`src/logic/dsu_pkg.sv`:
```
// Constants and types shared by the doubleword store unit.
// Assumes a 64-bit core with a translation stage and a byte-lane store port.
// Overview of operation
// - Integer doubleword store writes all 64 source register bits at aligned address.
// - Effective address is base plus sign-extended 16-bit offset.
// - Integer store misaligned in low three bits raises address error, no write.
// - Integer store exceptions: refill, invalid, modified, address error, reserved, watch.
// - Float store writes the float register's 64 bits uninterpreted at aligned address.
// - Both coprocessor stores raise address error when low three bits nonzero.
// - Coprocessor stores may also raise coprocessor unusable.
// - Coprocessor-2 store writes register select 0 as 64 bits, aligned.
// - Left-part store treats address as most significant byte of an unaligned doubleword.
// - Left-part store writes top 1 to 8 source bytes within the aligned doubleword.
// - Left-part lanes follow low three address bits and core byte order.
// - Left-part physical low bits xor swap flag, zeroed when memory little-endian.
package dsu_pkg;
  localparam logic [5:0] OP_STORE_DW  = 6'h3f;
  localparam logic [5:0] OP_FLOAT_DW  = 6'h3d;
  localparam logic [5:0] OP_COP2_DW   = 6'h3e;
  localparam logic [5:0] OP_LEFT_PART = 6'h2c;
  localparam int OPC_LSB  = 26;
  localparam int BASE_LSB = 21;
  localparam int SRC_LSB  = 16;
  localparam int ALIGN_BITS = 3;
  localparam logic [63:0] DATA_RST = 64'h0;
  // Exception codes reported with a refused store
  typedef enum logic [2:0] {
    DSU_EXC_NONE,
    DSU_EXC_TLB_REFILL,
    DSU_EXC_TLB_INVALID,
    DSU_EXC_TLB_MODIFIED,
    DSU_EXC_ADDR_ERR,
    DSU_EXC_RESERVED,
    DSU_EXC_COP_UNUSABLE,
    DSU_EXC_WATCH
  } dsu_exc_t;
  typedef enum logic [1:0] {
    DSU_K_INT,
    DSU_K_FLOAT,
    DSU_K_COP2,
    DSU_K_LEFT
  } dsu_kind_t;
endpackage

```
`src/logic/dsu_left_lanes.sv`:
```
// Byte lane and data placement for the left-part store.
// Assumes lane i holds memory byte i of the aligned doubleword in little-endian numbering.
`timescale 1ns/1ps
module dsu_left_lanes (
  // Address and order
  input  wire logic [2:0]  low_addr,
  input  wire logic        core_order_big_flag,
  // Source and result
  input  wire logic [63:0] src,
  output logic      [63:0] data,
  output logic      [7:0]  lanes
);
  logic [2:0] bytesel;
  // Lane index in little-endian terms; big-endian mirrors the offset
  assign bytesel = low_addr ^ {3{core_order_big_flag}};
  always_comb
  begin
    // Top bytesel+1 source bytes land in lanes 0..bytesel
    data  = src >> (6'(7 - bytesel) * 6'd8);
    lanes = 8'((9'h2 << bytesel) - 9'h1);
  end
endmodule

```
`src/logic/dsu_store_unit.sv`:
```
// Execution stage for 64-bit stores: address, alignment, exceptions, lanes.
// Assumes operands are read in the issue cycle and the memory side returns
// translation faults in the same cycle as the translated address.
`timescale 1ns/1ps
module dsu_store_unit (
  // Clock and reset
  input  wire logic        clk,
  input  wire logic        rstn,
  // Issue
  input  wire logic        issue_valid,
  input  wire logic [31:0] instr,
  input  wire logic [63:0] base_value,
  input  wire logic [63:0] general_register,
  input  wire logic [63:0] float_register,
  input  wire logic [63:0] cop2_register,
  input  wire logic        cop_usable,
  input  wire logic        core_order_big_flag,
  input  wire logic        memory_order_big_flag,
  input  wire logic        user_order_swap_flag,
  // Translation answer for the current effective target
  input  wire logic [63:0] phys_addr,
  input  wire logic [1:0]  coherency_attribute,
  input  wire logic        tlb_refill,
  input  wire logic        tlb_invalid,
  input  wire logic        tlb_modified,
  input  wire logic        watch_hit,
  // Address to translation
  output logic      [63:0] effective_target,
  // Memory write
  output logic             mem_we_q,
  output logic      [63:0] mem_addr_q,
  output logic      [63:0] mem_data_q,
  output logic      [7:0]  mem_lanes_q,
  output logic      [1:0]  mem_cca_q,
  // Exception report
  output logic             exc_valid_q,
  output dsu_pkg::dsu_exc_t exc_code_q
);
  logic [5:0]  opcode;
  logic [63:0] offset_ext;
  logic        is_int;
  logic        is_float;
  logic        is_cop2;
  logic        is_left;
  logic        is_cop;
  logic        misaligned;
  logic [63:0] left_data;
  logic [7:0]  left_lanes;
  logic [2:0]  phys_low;
  logic [2:0]  top_lane;
  dsu_pkg::dsu_exc_t exc_d;

  // Field decode
  assign opcode     = instr[31:dsu_pkg::OPC_LSB];
  assign offset_ext = {{48{instr[15]}}, instr[15:0]};
  assign is_int   = opcode == dsu_pkg::OP_STORE_DW;
  assign is_float = opcode == dsu_pkg::OP_FLOAT_DW;
  assign is_cop2  = opcode == dsu_pkg::OP_COP2_DW;
  assign is_left  = opcode == dsu_pkg::OP_LEFT_PART;
  assign is_cop   = is_float | is_cop2;

  // Translation sees the address combinationally; outputs below are registered
  assign effective_target = base_value + offset_ext;

  // Left-part store is exempt from alignment
  assign misaligned = (effective_target[dsu_pkg::ALIGN_BITS-1:0] != 3'h0)
                      & ~is_left;

  dsu_left_lanes dsu_left_lanes_inst (
    .low_addr            (effective_target[2:0]),
    .core_order_big_flag (core_order_big_flag),
    .src                 (general_register),
    .data                (left_data),
    .lanes               (left_lanes)
  );

  // Swap flag flips the low bits, little-endian memory clears them
  assign phys_low = memory_order_big_flag ?
                    (phys_addr[2:0] ^ {3{user_order_swap_flag}}) : 3'h0;

  // Lane that takes the top source byte; read only by the checks below
  assign top_lane = effective_target[2:0] ^ {3{core_order_big_flag}};

  // Priority: decode, unusable, alignment, translation, watch
  always_comb
  begin
    exc_d = dsu_pkg::DSU_EXC_NONE;
    if (!(is_int | is_cop | is_left))
      exc_d = dsu_pkg::DSU_EXC_RESERVED;
    else if (is_cop && !cop_usable)
      exc_d = dsu_pkg::DSU_EXC_COP_UNUSABLE;
    else if (misaligned)
      exc_d = dsu_pkg::DSU_EXC_ADDR_ERR;
    else if (tlb_refill)
      exc_d = dsu_pkg::DSU_EXC_TLB_REFILL;
    else if (tlb_invalid)
      exc_d = dsu_pkg::DSU_EXC_TLB_INVALID;
    else if (tlb_modified)
      exc_d = dsu_pkg::DSU_EXC_TLB_MODIFIED;
    else if (watch_hit)
      exc_d = dsu_pkg::DSU_EXC_WATCH;
  end

  // Exception report
  always_ff @(posedge clk or negedge rstn)
  begin
    if (!rstn)
    begin
      exc_valid_q <= 1'b0;
      exc_code_q  <= dsu_pkg::DSU_EXC_NONE;
    end
    else
    begin
      exc_valid_q <= issue_valid && exc_d != dsu_pkg::DSU_EXC_NONE;
      exc_code_q  <= issue_valid ? exc_d : dsu_pkg::DSU_EXC_NONE;
    end
  end

  // Memory write; a faulting store never writes
  always_ff @(posedge clk or negedge rstn)
  begin
    if (!rstn)
    begin
      mem_we_q    <= 1'b0;
      mem_addr_q  <= 64'h0;
      mem_data_q  <= dsu_pkg::DATA_RST;
      mem_lanes_q <= 8'h0;
      mem_cca_q   <= 2'h0;
    end
    else
    begin
      mem_we_q <= issue_valid && exc_d == dsu_pkg::DSU_EXC_NONE;
      if (issue_valid)
      begin
        mem_cca_q <= coherency_attribute;
        if (is_left)
        begin
          mem_addr_q  <= {phys_addr[63:3], phys_low};
          mem_data_q  <= left_data;
          mem_lanes_q <= left_lanes;
        end
        else
        begin
          mem_addr_q  <= phys_addr;
          mem_lanes_q <= 8'hff;
          if (is_float)
            mem_data_q <= float_register;
          else if (is_cop2)
            mem_data_q <= cop2_register;
          else
            mem_data_q <= general_register;
        end
      end
    end
  end

  // Assertions
  a_misaligned_no_write: assert property (@(posedge clk) disable iff (!rstn)
    issue_valid && is_int && effective_target[2:0] != 3'h0
    |=> !mem_we_q && exc_code_q == dsu_pkg::DSU_EXC_ADDR_ERR)
    else $error("misaligned integer store wrote");
  a_cop_align_err: assert property (@(posedge clk) disable iff (!rstn)
    issue_valid && is_cop && cop_usable && effective_target[2:0] != 3'h0
    |=> exc_valid_q && exc_code_q == dsu_pkg::DSU_EXC_ADDR_ERR)
    else $error("coprocessor misalignment missed");
  a_cop_unusable: assert property (@(posedge clk) disable iff (!rstn)
    issue_valid && is_cop && !cop_usable
    |=> exc_code_q == dsu_pkg::DSU_EXC_COP_UNUSABLE && !mem_we_q)
    else $error("unusable coprocessor not reported");
  a_left_no_align: assert property (@(posedge clk) disable iff (!rstn)
    issue_valid && is_left |=> exc_code_q != dsu_pkg::DSU_EXC_ADDR_ERR)
    else $error("left store raised address error");
  a_int_data_full: assert property (@(posedge clk) disable iff (!rstn)
    issue_valid && is_int && exc_d == dsu_pkg::DSU_EXC_NONE
    |=> mem_we_q && mem_lanes_q == 8'hff
        && mem_data_q == $past(general_register))
    else $error("integer store data wrong");
  a_float_data: assert property (@(posedge clk) disable iff (!rstn)
    issue_valid && is_float && exc_d == dsu_pkg::DSU_EXC_NONE
    |=> mem_data_q == $past(float_register))
    else $error("float store data wrong");
  a_cop2_data: assert property (@(posedge clk) disable iff (!rstn)
    issue_valid && is_cop2 && exc_d == dsu_pkg::DSU_EXC_NONE
    |=> mem_data_q == $past(cop2_register))
    else $error("cop2 store data wrong");
  a_eff_addr: assert property (@(posedge clk) disable iff (!rstn)
    effective_target - base_value == 64'($signed(instr[15:0])))
    else $error("effective address wrong");
  // Top source byte lands in the lane picked by address and core order
  a_left_lane_msb: assert property (@(posedge clk) disable iff (!rstn)
    issue_valid && is_left && exc_d == dsu_pkg::DSU_EXC_NONE
    |=> 8'(mem_data_q >> (8 * $past(top_lane))) == $past(general_register[63:56]))
    else $error("left store lost top byte");
  a_left_lane_mask: assert property (@(posedge clk) disable iff (!rstn)
    issue_valid && is_left && exc_d == dsu_pkg::DSU_EXC_NONE
    |=> mem_lanes_q == (8'hff >> (3'h7 - $past(top_lane))))
    else $error("left store lane mask wrong");
  a_left_phys_low: assert property (@(posedge clk) disable iff (!rstn)
    issue_valid && is_left && !memory_order_big_flag
    |=> mem_addr_q[2:0] == 3'h0)
    else $error("left store low bits not cleared");
  a_left_phys_swap: assert property (@(posedge clk) disable iff (!rstn)
    issue_valid && is_left && memory_order_big_flag
    |=> (mem_addr_q ^ $past(phys_addr)) == {61'h0, {3{$past(user_order_swap_flag)}}})
    else $error("left store low bits not swapped");
  a_aligned_addr: assert property (@(posedge clk) disable iff (!rstn)
    issue_valid && !is_left && exc_d == dsu_pkg::DSU_EXC_NONE
    |=> mem_addr_q == $past(phys_addr) && mem_lanes_q == 8'hff)
    else $error("aligned store address or lanes wrong");
  a_cca_follow: assert property (@(posedge clk) disable iff (!rstn)
    issue_valid |=> mem_cca_q == $past(coherency_attribute))
    else $error("store attribute not carried");
  // A store either writes or reports, never both, and only when issued
  a_we_exc_excl: assert property (@(posedge clk) disable iff (!rstn)
    !(mem_we_q && exc_valid_q))
    else $error("store wrote and faulted together");
  a_idle_quiet: assert property (@(posedge clk) disable iff (!rstn)
    !issue_valid
    |=> !mem_we_q && !exc_valid_q && exc_code_q == dsu_pkg::DSU_EXC_NONE)
    else $error("output pulse without an issue");
  a_reserved_op: assert property (@(posedge clk) disable iff (!rstn)
    issue_valid && opcode != dsu_pkg::OP_STORE_DW && opcode != dsu_pkg::OP_FLOAT_DW
    && opcode != dsu_pkg::OP_COP2_DW && opcode != dsu_pkg::OP_LEFT_PART
    |=> exc_valid_q && !mem_we_q && exc_code_q == dsu_pkg::DSU_EXC_RESERVED)
    else $error("unknown opcode not refused");
endmodule

```
`config.mk`:
```
export PLATFORM = sky130hd
export DESIGN_NAME = dsu_store_unit
export DESIGN_NICKNAME = d
export VERILOG_FILES = /design/src/logic/dsu_pkg.sv /design/src/logic/dsu_left_lanes.sv /design/src/logic/dsu_store_unit.sv
export SDC_FILE = /design/constraint.sdc
export NUM_CORES = 1
export LEC_CHECK = 0
export BUFFER_PORTS_ARGS = -buffer_cell sky130_fd_sc_hd__buf_2
export CELL_PAD_IN_SITES_DETAIL_PLACEMENT = 0
export CELL_PAD_IN_SITES_GLOBAL_PLACEMENT = 1
export CORE_AREA = 2 2 221 223
export CTS_BUF_LIST = sky130_fd_sc_hd__clkbuf_2
export DETAILED_ROUTE_END_ITERATION = 8
export DIE_AREA = 0 0 223 225
export GPL_ROUTABILITY_DRIVEN = 0
export PLACE_DENSITY_LB_ADDON = 0.1
export SETUP_SLACK_MARGIN = 0.2
export SLEW_MARGIN = 10
export SYNTH_ARGS = -nofsm -noshare
export SYNTH_HDL_FRONTEND = slang
export SYNTH_HIERARCHICAL = 1
export SYNTH_SLANG_ARGS = --single-unit
```
`constraint.sdc`:
```
create_clock -name clk -period 3.5 [get_ports clk]
set_input_delay 0.7 -clock clk [delete_from_list [all_inputs] [get_ports clk]]
set_output_delay 0.7 -clock clk [all_outputs]
set_load 0.05 [all_outputs]
```
---- Word-level counts from Yosys, hierarchy flattened ----
Cells that the tools add are included.
word-level totals
  output and inout bits ................... 207
  input bits .............................. 365
  register bits ........................... 143
  logic and storage cells ................. 44
cells by class
  equal/unequal tests ..................... 4
  shift operators ......................... 2
  mux-type cells .......................... 14
  reductions and logical operators ........ 7
  bitwise logic cells ..................... 7
  $add $sub $neg .......................... 3
operator list
  operator             number
  $mux 64              3
  $add 64x64->64       1
  $shr 64x6->64        1
  $mux 3               10
  $eq 6x6->1 const B   4
  $mux 8               1
  $shl 2x3->8 const A  1
  $sub 8x1->8 const B  1
  $reduce_bool 3->1    2
  $xor 3x3->3          2
  $logic_and 1x1->1    3
  $logic_not 3->1      1
  $or 1x1->1           3
  $sub 3x3->3 const A  1
  $and 1x1->1          1
  $logic_not 1->1      1
  $not 1->1            1

---- Longest topological paths before layout ----
  depth in word-level cells ............... 9
  mapped depth ............................ 14
  depth with buffers taken out ............ 13

---- Hierarchy ----
Netlist, hierarchy kept.
by module, submodules not included
  module          area an instance (sq um)  cells an instance  instances  seq. area each (sq um)
  dsu_store_unit  10,839.1                  1,273              1          3,578.4
  dsu_left_lanes  2,989.1                   368                1          0.0

---- Least setup slack after synthesis ----
OpenSTA, ideal clock, no wires.
  kind .................................... input -> output
  start point ............................. in instr[0]
  end point ............................... out effective_target[56]
  setup slack ............................. -2.204 ns
  path buffers ............................ 0
  data required time ...................... 2.800 ns
  data arrival time ....................... 5.004 ns
  cell stages on the path ................. 13
  path through ............................ ha_1 -> inv_1 -> fa_1 -> nand2b_1 -> a21oi_1 -> o21ai_1 -> nand3_1 -> nor3_1 -> nor2_1 -> a21oi_1 -> o31a_1 -> nor3b_1 -> a2111oi_0
between the ends
  longest elaborated chain between the ends .. 1
ends and longest elaborated chain
  item             RTL line              text
  start, declared  dsu_store_unit.sv:11  input wire logic [31:0] instr,
  $add 64x64->64   dsu_store_unit.sv:63  assign effective_target = base_value + offset_ext;
  end, declared    dsu_store_unit.sv:28  output logic [63:0] effective_target,
No other way between the ends.

---- Final worst setup path ----
  start point ............................. in instr[4]
  end point ............................... out effective_target[62]
The elaborated chain is that of the path after synthesis.

==> summary.txt <==
Run status
  • Status: finished, violations left
  • Failing checks: setup timing

Logic synthesis
  • Top-area cell type share of the netlist area: 25.88%
  • Synthesized instance count: 1,641
  • Part of the Yosys area used for sequential elements: 25.88%
  • Synth Flop Type: dfrtp_1
  • Post-Synth Adder-Cell Area: 5.936%
  • Mapped Area: 13,830 sq um
  • Synth Area in Compound Gates: 25.65%
  • Largest family of logic cells by synthesized area: compound AO/OA/AOI/OAI gates
  • Most frequent cell after synthesis: a21oi_1
  • Syn_nets: 2,071
  • Synth warn: 6
  • Async SR Flop Fraction: 100.0%
  • Post-synth top area cell: dfrtp_1
  • Synth top cells by count: a21oi_1, nor2_1, dfrtp_1
  • Yosys cell types: 87
  • Synth Area in XOR/XNOR: 4.506%
  • Synth top area cells: dfrtp_1, a21oi_1, mux2i_1
  • Syn avg cell area: 8.427 sq um
  • Synth Area in Simple Gates: 14.94%
  • Post-synthesis register bit count: 143
  • Mux contribution to synthesized area: 18.07%
  • Post-synth EDFFs: 0

Timing
  • Max Clk Rate: 236.6 MHz
  • Clk_skew: 0 ns
  • Final critical-path required period: 4.226 ns
  • Worst Tran Pin Value: 1.018 ns
  • Final worst path period share: 120.8%
  • Final hold vios: 0
  • Min setup slack post-route: -0.7263 ns
  • Max-slew violations: 0
  • RSZ-0062 raised after global routing: true
  • Setup violators final: 41
  • Slew headroom: 31.81%

Die
  • Row cnt: 80
  • DIE AREA: 50,180 sq um
  • Chip Height: 225 um
  • Core box area: 47,550 sq um
  • I/O pin cnt: 572
  • Die X: 223 um
  • Initial Util: 29.08%

GRT
  • Met2 Resource Use GR: 46.65%
  • Initial antenna violation count: 15
  • Met1 usage: 34.38%
  • GRT Total Usage: 27.19%
  • Largest net degree at the start of global routing: 89
  • Met3 usage: 5.332%
  • GRT overflow: 0
  • Number of global-route vias before repair: 16,760
  • Global-route wire length before repair: 103,000 um
  • GRT busiest layer: met2

Route
  • Post-Route WL: 70,310 um
  • Via density: 5.238
  • Remaining antenna violation count: 0
  • # DRC: 0
  • Router iterations before antenna repair: 7
  • Routed vias: 16,640
  • WL per Instance: 22.13 um
  • Initial drt markers: 1,060

Final layout
  • Storage cell area: 3578 sq um
  • Filler instances: 4,533
  • Multi-input gate area in the final layout: 11,760 sq um
  • Synth-to-layout area growth: 71.40%
  • Layout cells sized above 1: 51.78%
  • Final #Nets: 2,973
  • Post-Layout Inst Area: 23,700 sq um

Critical path
  • Crit path max fanout: 3
  • CP Data Arrival Time: 3.53 ns
  • Req. time, crit path: 2.80 ns
  • CP Class: in -> out
  • Reg2Reg Depth: 3
  • Setup crit start: instr[4]
  • Crit Reg-Reg Startpoint: mem_addr_q[1]$_DFFE_PN0P_
  • Crit end category: primary output
  • Startpoint types: input port

Power
  • LEAKAGE: 10.44 nW
  • Net Switching: 0.004030 W
  • Int Power: 0.004405 W
  • Comb pwr share: 65.0%
  • Sequential power share: 22.5%
  • PD cells: 355.9 nW/um^2
  • Clk pwr share: 12.5%
  • Peak VDD IR: 261.8 uV
  • Net Sw Frac: 47.78%

CTS
  • Later-pin clock latency in the skew report: 0.93 ns
  • CTS tree: built
  • CTS Buf Count: 17
  • Clk root buf: clkbuf_2
  • Reg clk slew, reported paths: 0.25 ns
  • CTS Buffer Depth: 2
  • CTS sink cnt: 143
  • Clock H-tree levels: 4

Placed design
  • Hpwl dp: 55,250 um
  • Placed Area: 20,380 sq um
  • PortBufs: 561
  • Dpl ws: -0.9667 ns

Run
  • Max_cap viols: 0

Min path
  • Hold crit path type: in -> reg
  • Hold Path Cell Cnt: 5
  • Worst Hold Launch: float_register[52]
==> state kept, by name, indices dropped and copies added (netlist names) <==
| name | count |
|---|---|
| mem_addr_q | 64 |
| mem_data_q | 64 |
| mem_lanes_q | 8 |
| exc_code_q | 3 |
| mem_cca_q | 2 |
| exc_valid_q | 1 |
| mem_we_q | 1 |
==> cells in the final DEF (no fill, tap or decap), drive strengths merged, types with 5 or more instances in the layout <==
cell type      n
a211o         12
a211oi        69
a21o          25
a21oi        239
a221oi        37
a22oi          9
a31oi         12
and2          15
and3           5
buf          934
clkbuf        19
dfrtp        143
diode          7
dlygate4sd3   74
ha            64
inv           31
mux2          73
mux2i        100
mux4          30
nand2         83
nand2b        19
nand3         19
nand4         17
nor2         236
nor2b         13
nor3          17
nor3b          6
o21a           8
o21ai         54
o21bai        14
o221ai         5
o22ai         32
o31ai          7
or2            6
or3            7
xnor2         38
xor2          28
==> critical path: stages <==
cell,delay (ns)
buf_8,0.10
ha_4,0.23
a21o_1,0.17
a21o_1,0.22
o21ai_4,0.24
a31oi_4,0.12
o2111a_1,0.26
or3_4,0.37
a211o_4,0.39
a21oi_4,0.27
o41ai_2,0.12
xor2_2,0.16
buf_6,0.17
==> power by group through the flow <==
| stage | clock, W | combinational, W | sequential [W] |
|---|---|---|---|
| after floorplan | 0 | 0.00248 | 0.00246 |
| after global placement | 0 | 0.00472 | 0.00192 |
| after detailed placement | 0 | 0.00474 | 0.00192 |
| after CTS | 0.00111 | 0.00526 | 0.00189 |
| after global routing | 0.00116 | 0.00577 | 0.00191 |
| final | 0.00105 | 0.00549 | 0.00189 |
==> layout make-up <==
class	count	area share (%)
Clock buffer	19	0.4012
Sequential cell	143	15.10
Timing Repair Buffer	1008	30.53
Antenna cell	7	0.07391
Inverter	28	0.4434
Tap cell	615	3.247
Clock inverter	12	0.5807
Multi-Input combinational cell	1345	49.63
==> repair_timing <==
item | in CTS | in global routing
setup buffers | 38 | 26
gates resized for setup | 248 | 122
hold buffers | 74 | 0
setup endpoints to repair | 53 | 57
cloned | 2 | 0
endpoints found under the hold margin | 141 | 0
pin swaps | 74 | 51
==> kinds of logic (layout without fill, tap and decap cells) <==
kind of cell | after synthesis | in the layout
fa+ha+maj | 65 | 65
compound gates | 553 | 553
mux | 203 | 203
other cells | 1 | 8
buf+inv | 153 | 1067
xor+xnor | 66 | 66
flops | 143 | 143
simple gates | 457 | 457
==> worst paths after layout <==
check | endpoint | slack (ns)
hold / removal | mem_data_q[52]$_DFFE_PN0P_ | 0.18
max in group asynchronous | mem_data_q[19]$_DFFE_PN0P_ | 2.32
min in group asynchronous | mem_addr_q[46]$_DFFE_PN0P_ | 0.31
hold reg to reg | mem_addr_q[56]$_DFFE_PN0P_ | 0.53
setup / recovery | effective_target[62] | -0.73
setup reg to reg | mem_addr_q[1]$_DFFE_PN0P_ | 2.29
==> routing by layer <==
layer	routed length (um)	vias up	share of wire [%]
met1	29850	8058	42
met3	3940	109	5.6
met5	104	-	0.15
li1	-	7927	-
met2	34540	528	49
met4	1873	18	2.7
==> through the flow <==
step / TNS, ns / power [W] / instances / utilization, % / hold WS (ns)
final: -16.71 / 0.008435 / 3177 / 49.85 / 0.1763
after CTS: -14.84 / 0.008262 / 3144 / 48.13 / 0.02486
after floorplan: -5.816 / 0.004941 / 1641 / - / 0.4044
after detailed placement: -26.62 / 0.006665 / 2999 / 42.87 / 0.4896
after global placement: -26.30 / 0.006640 / 2999 / 42.87 / 0.4831
after global routing: -20.50 / 0.008845 / 3175 / 49.84 / 0.07899
Power figures use the tool's default switching activity.
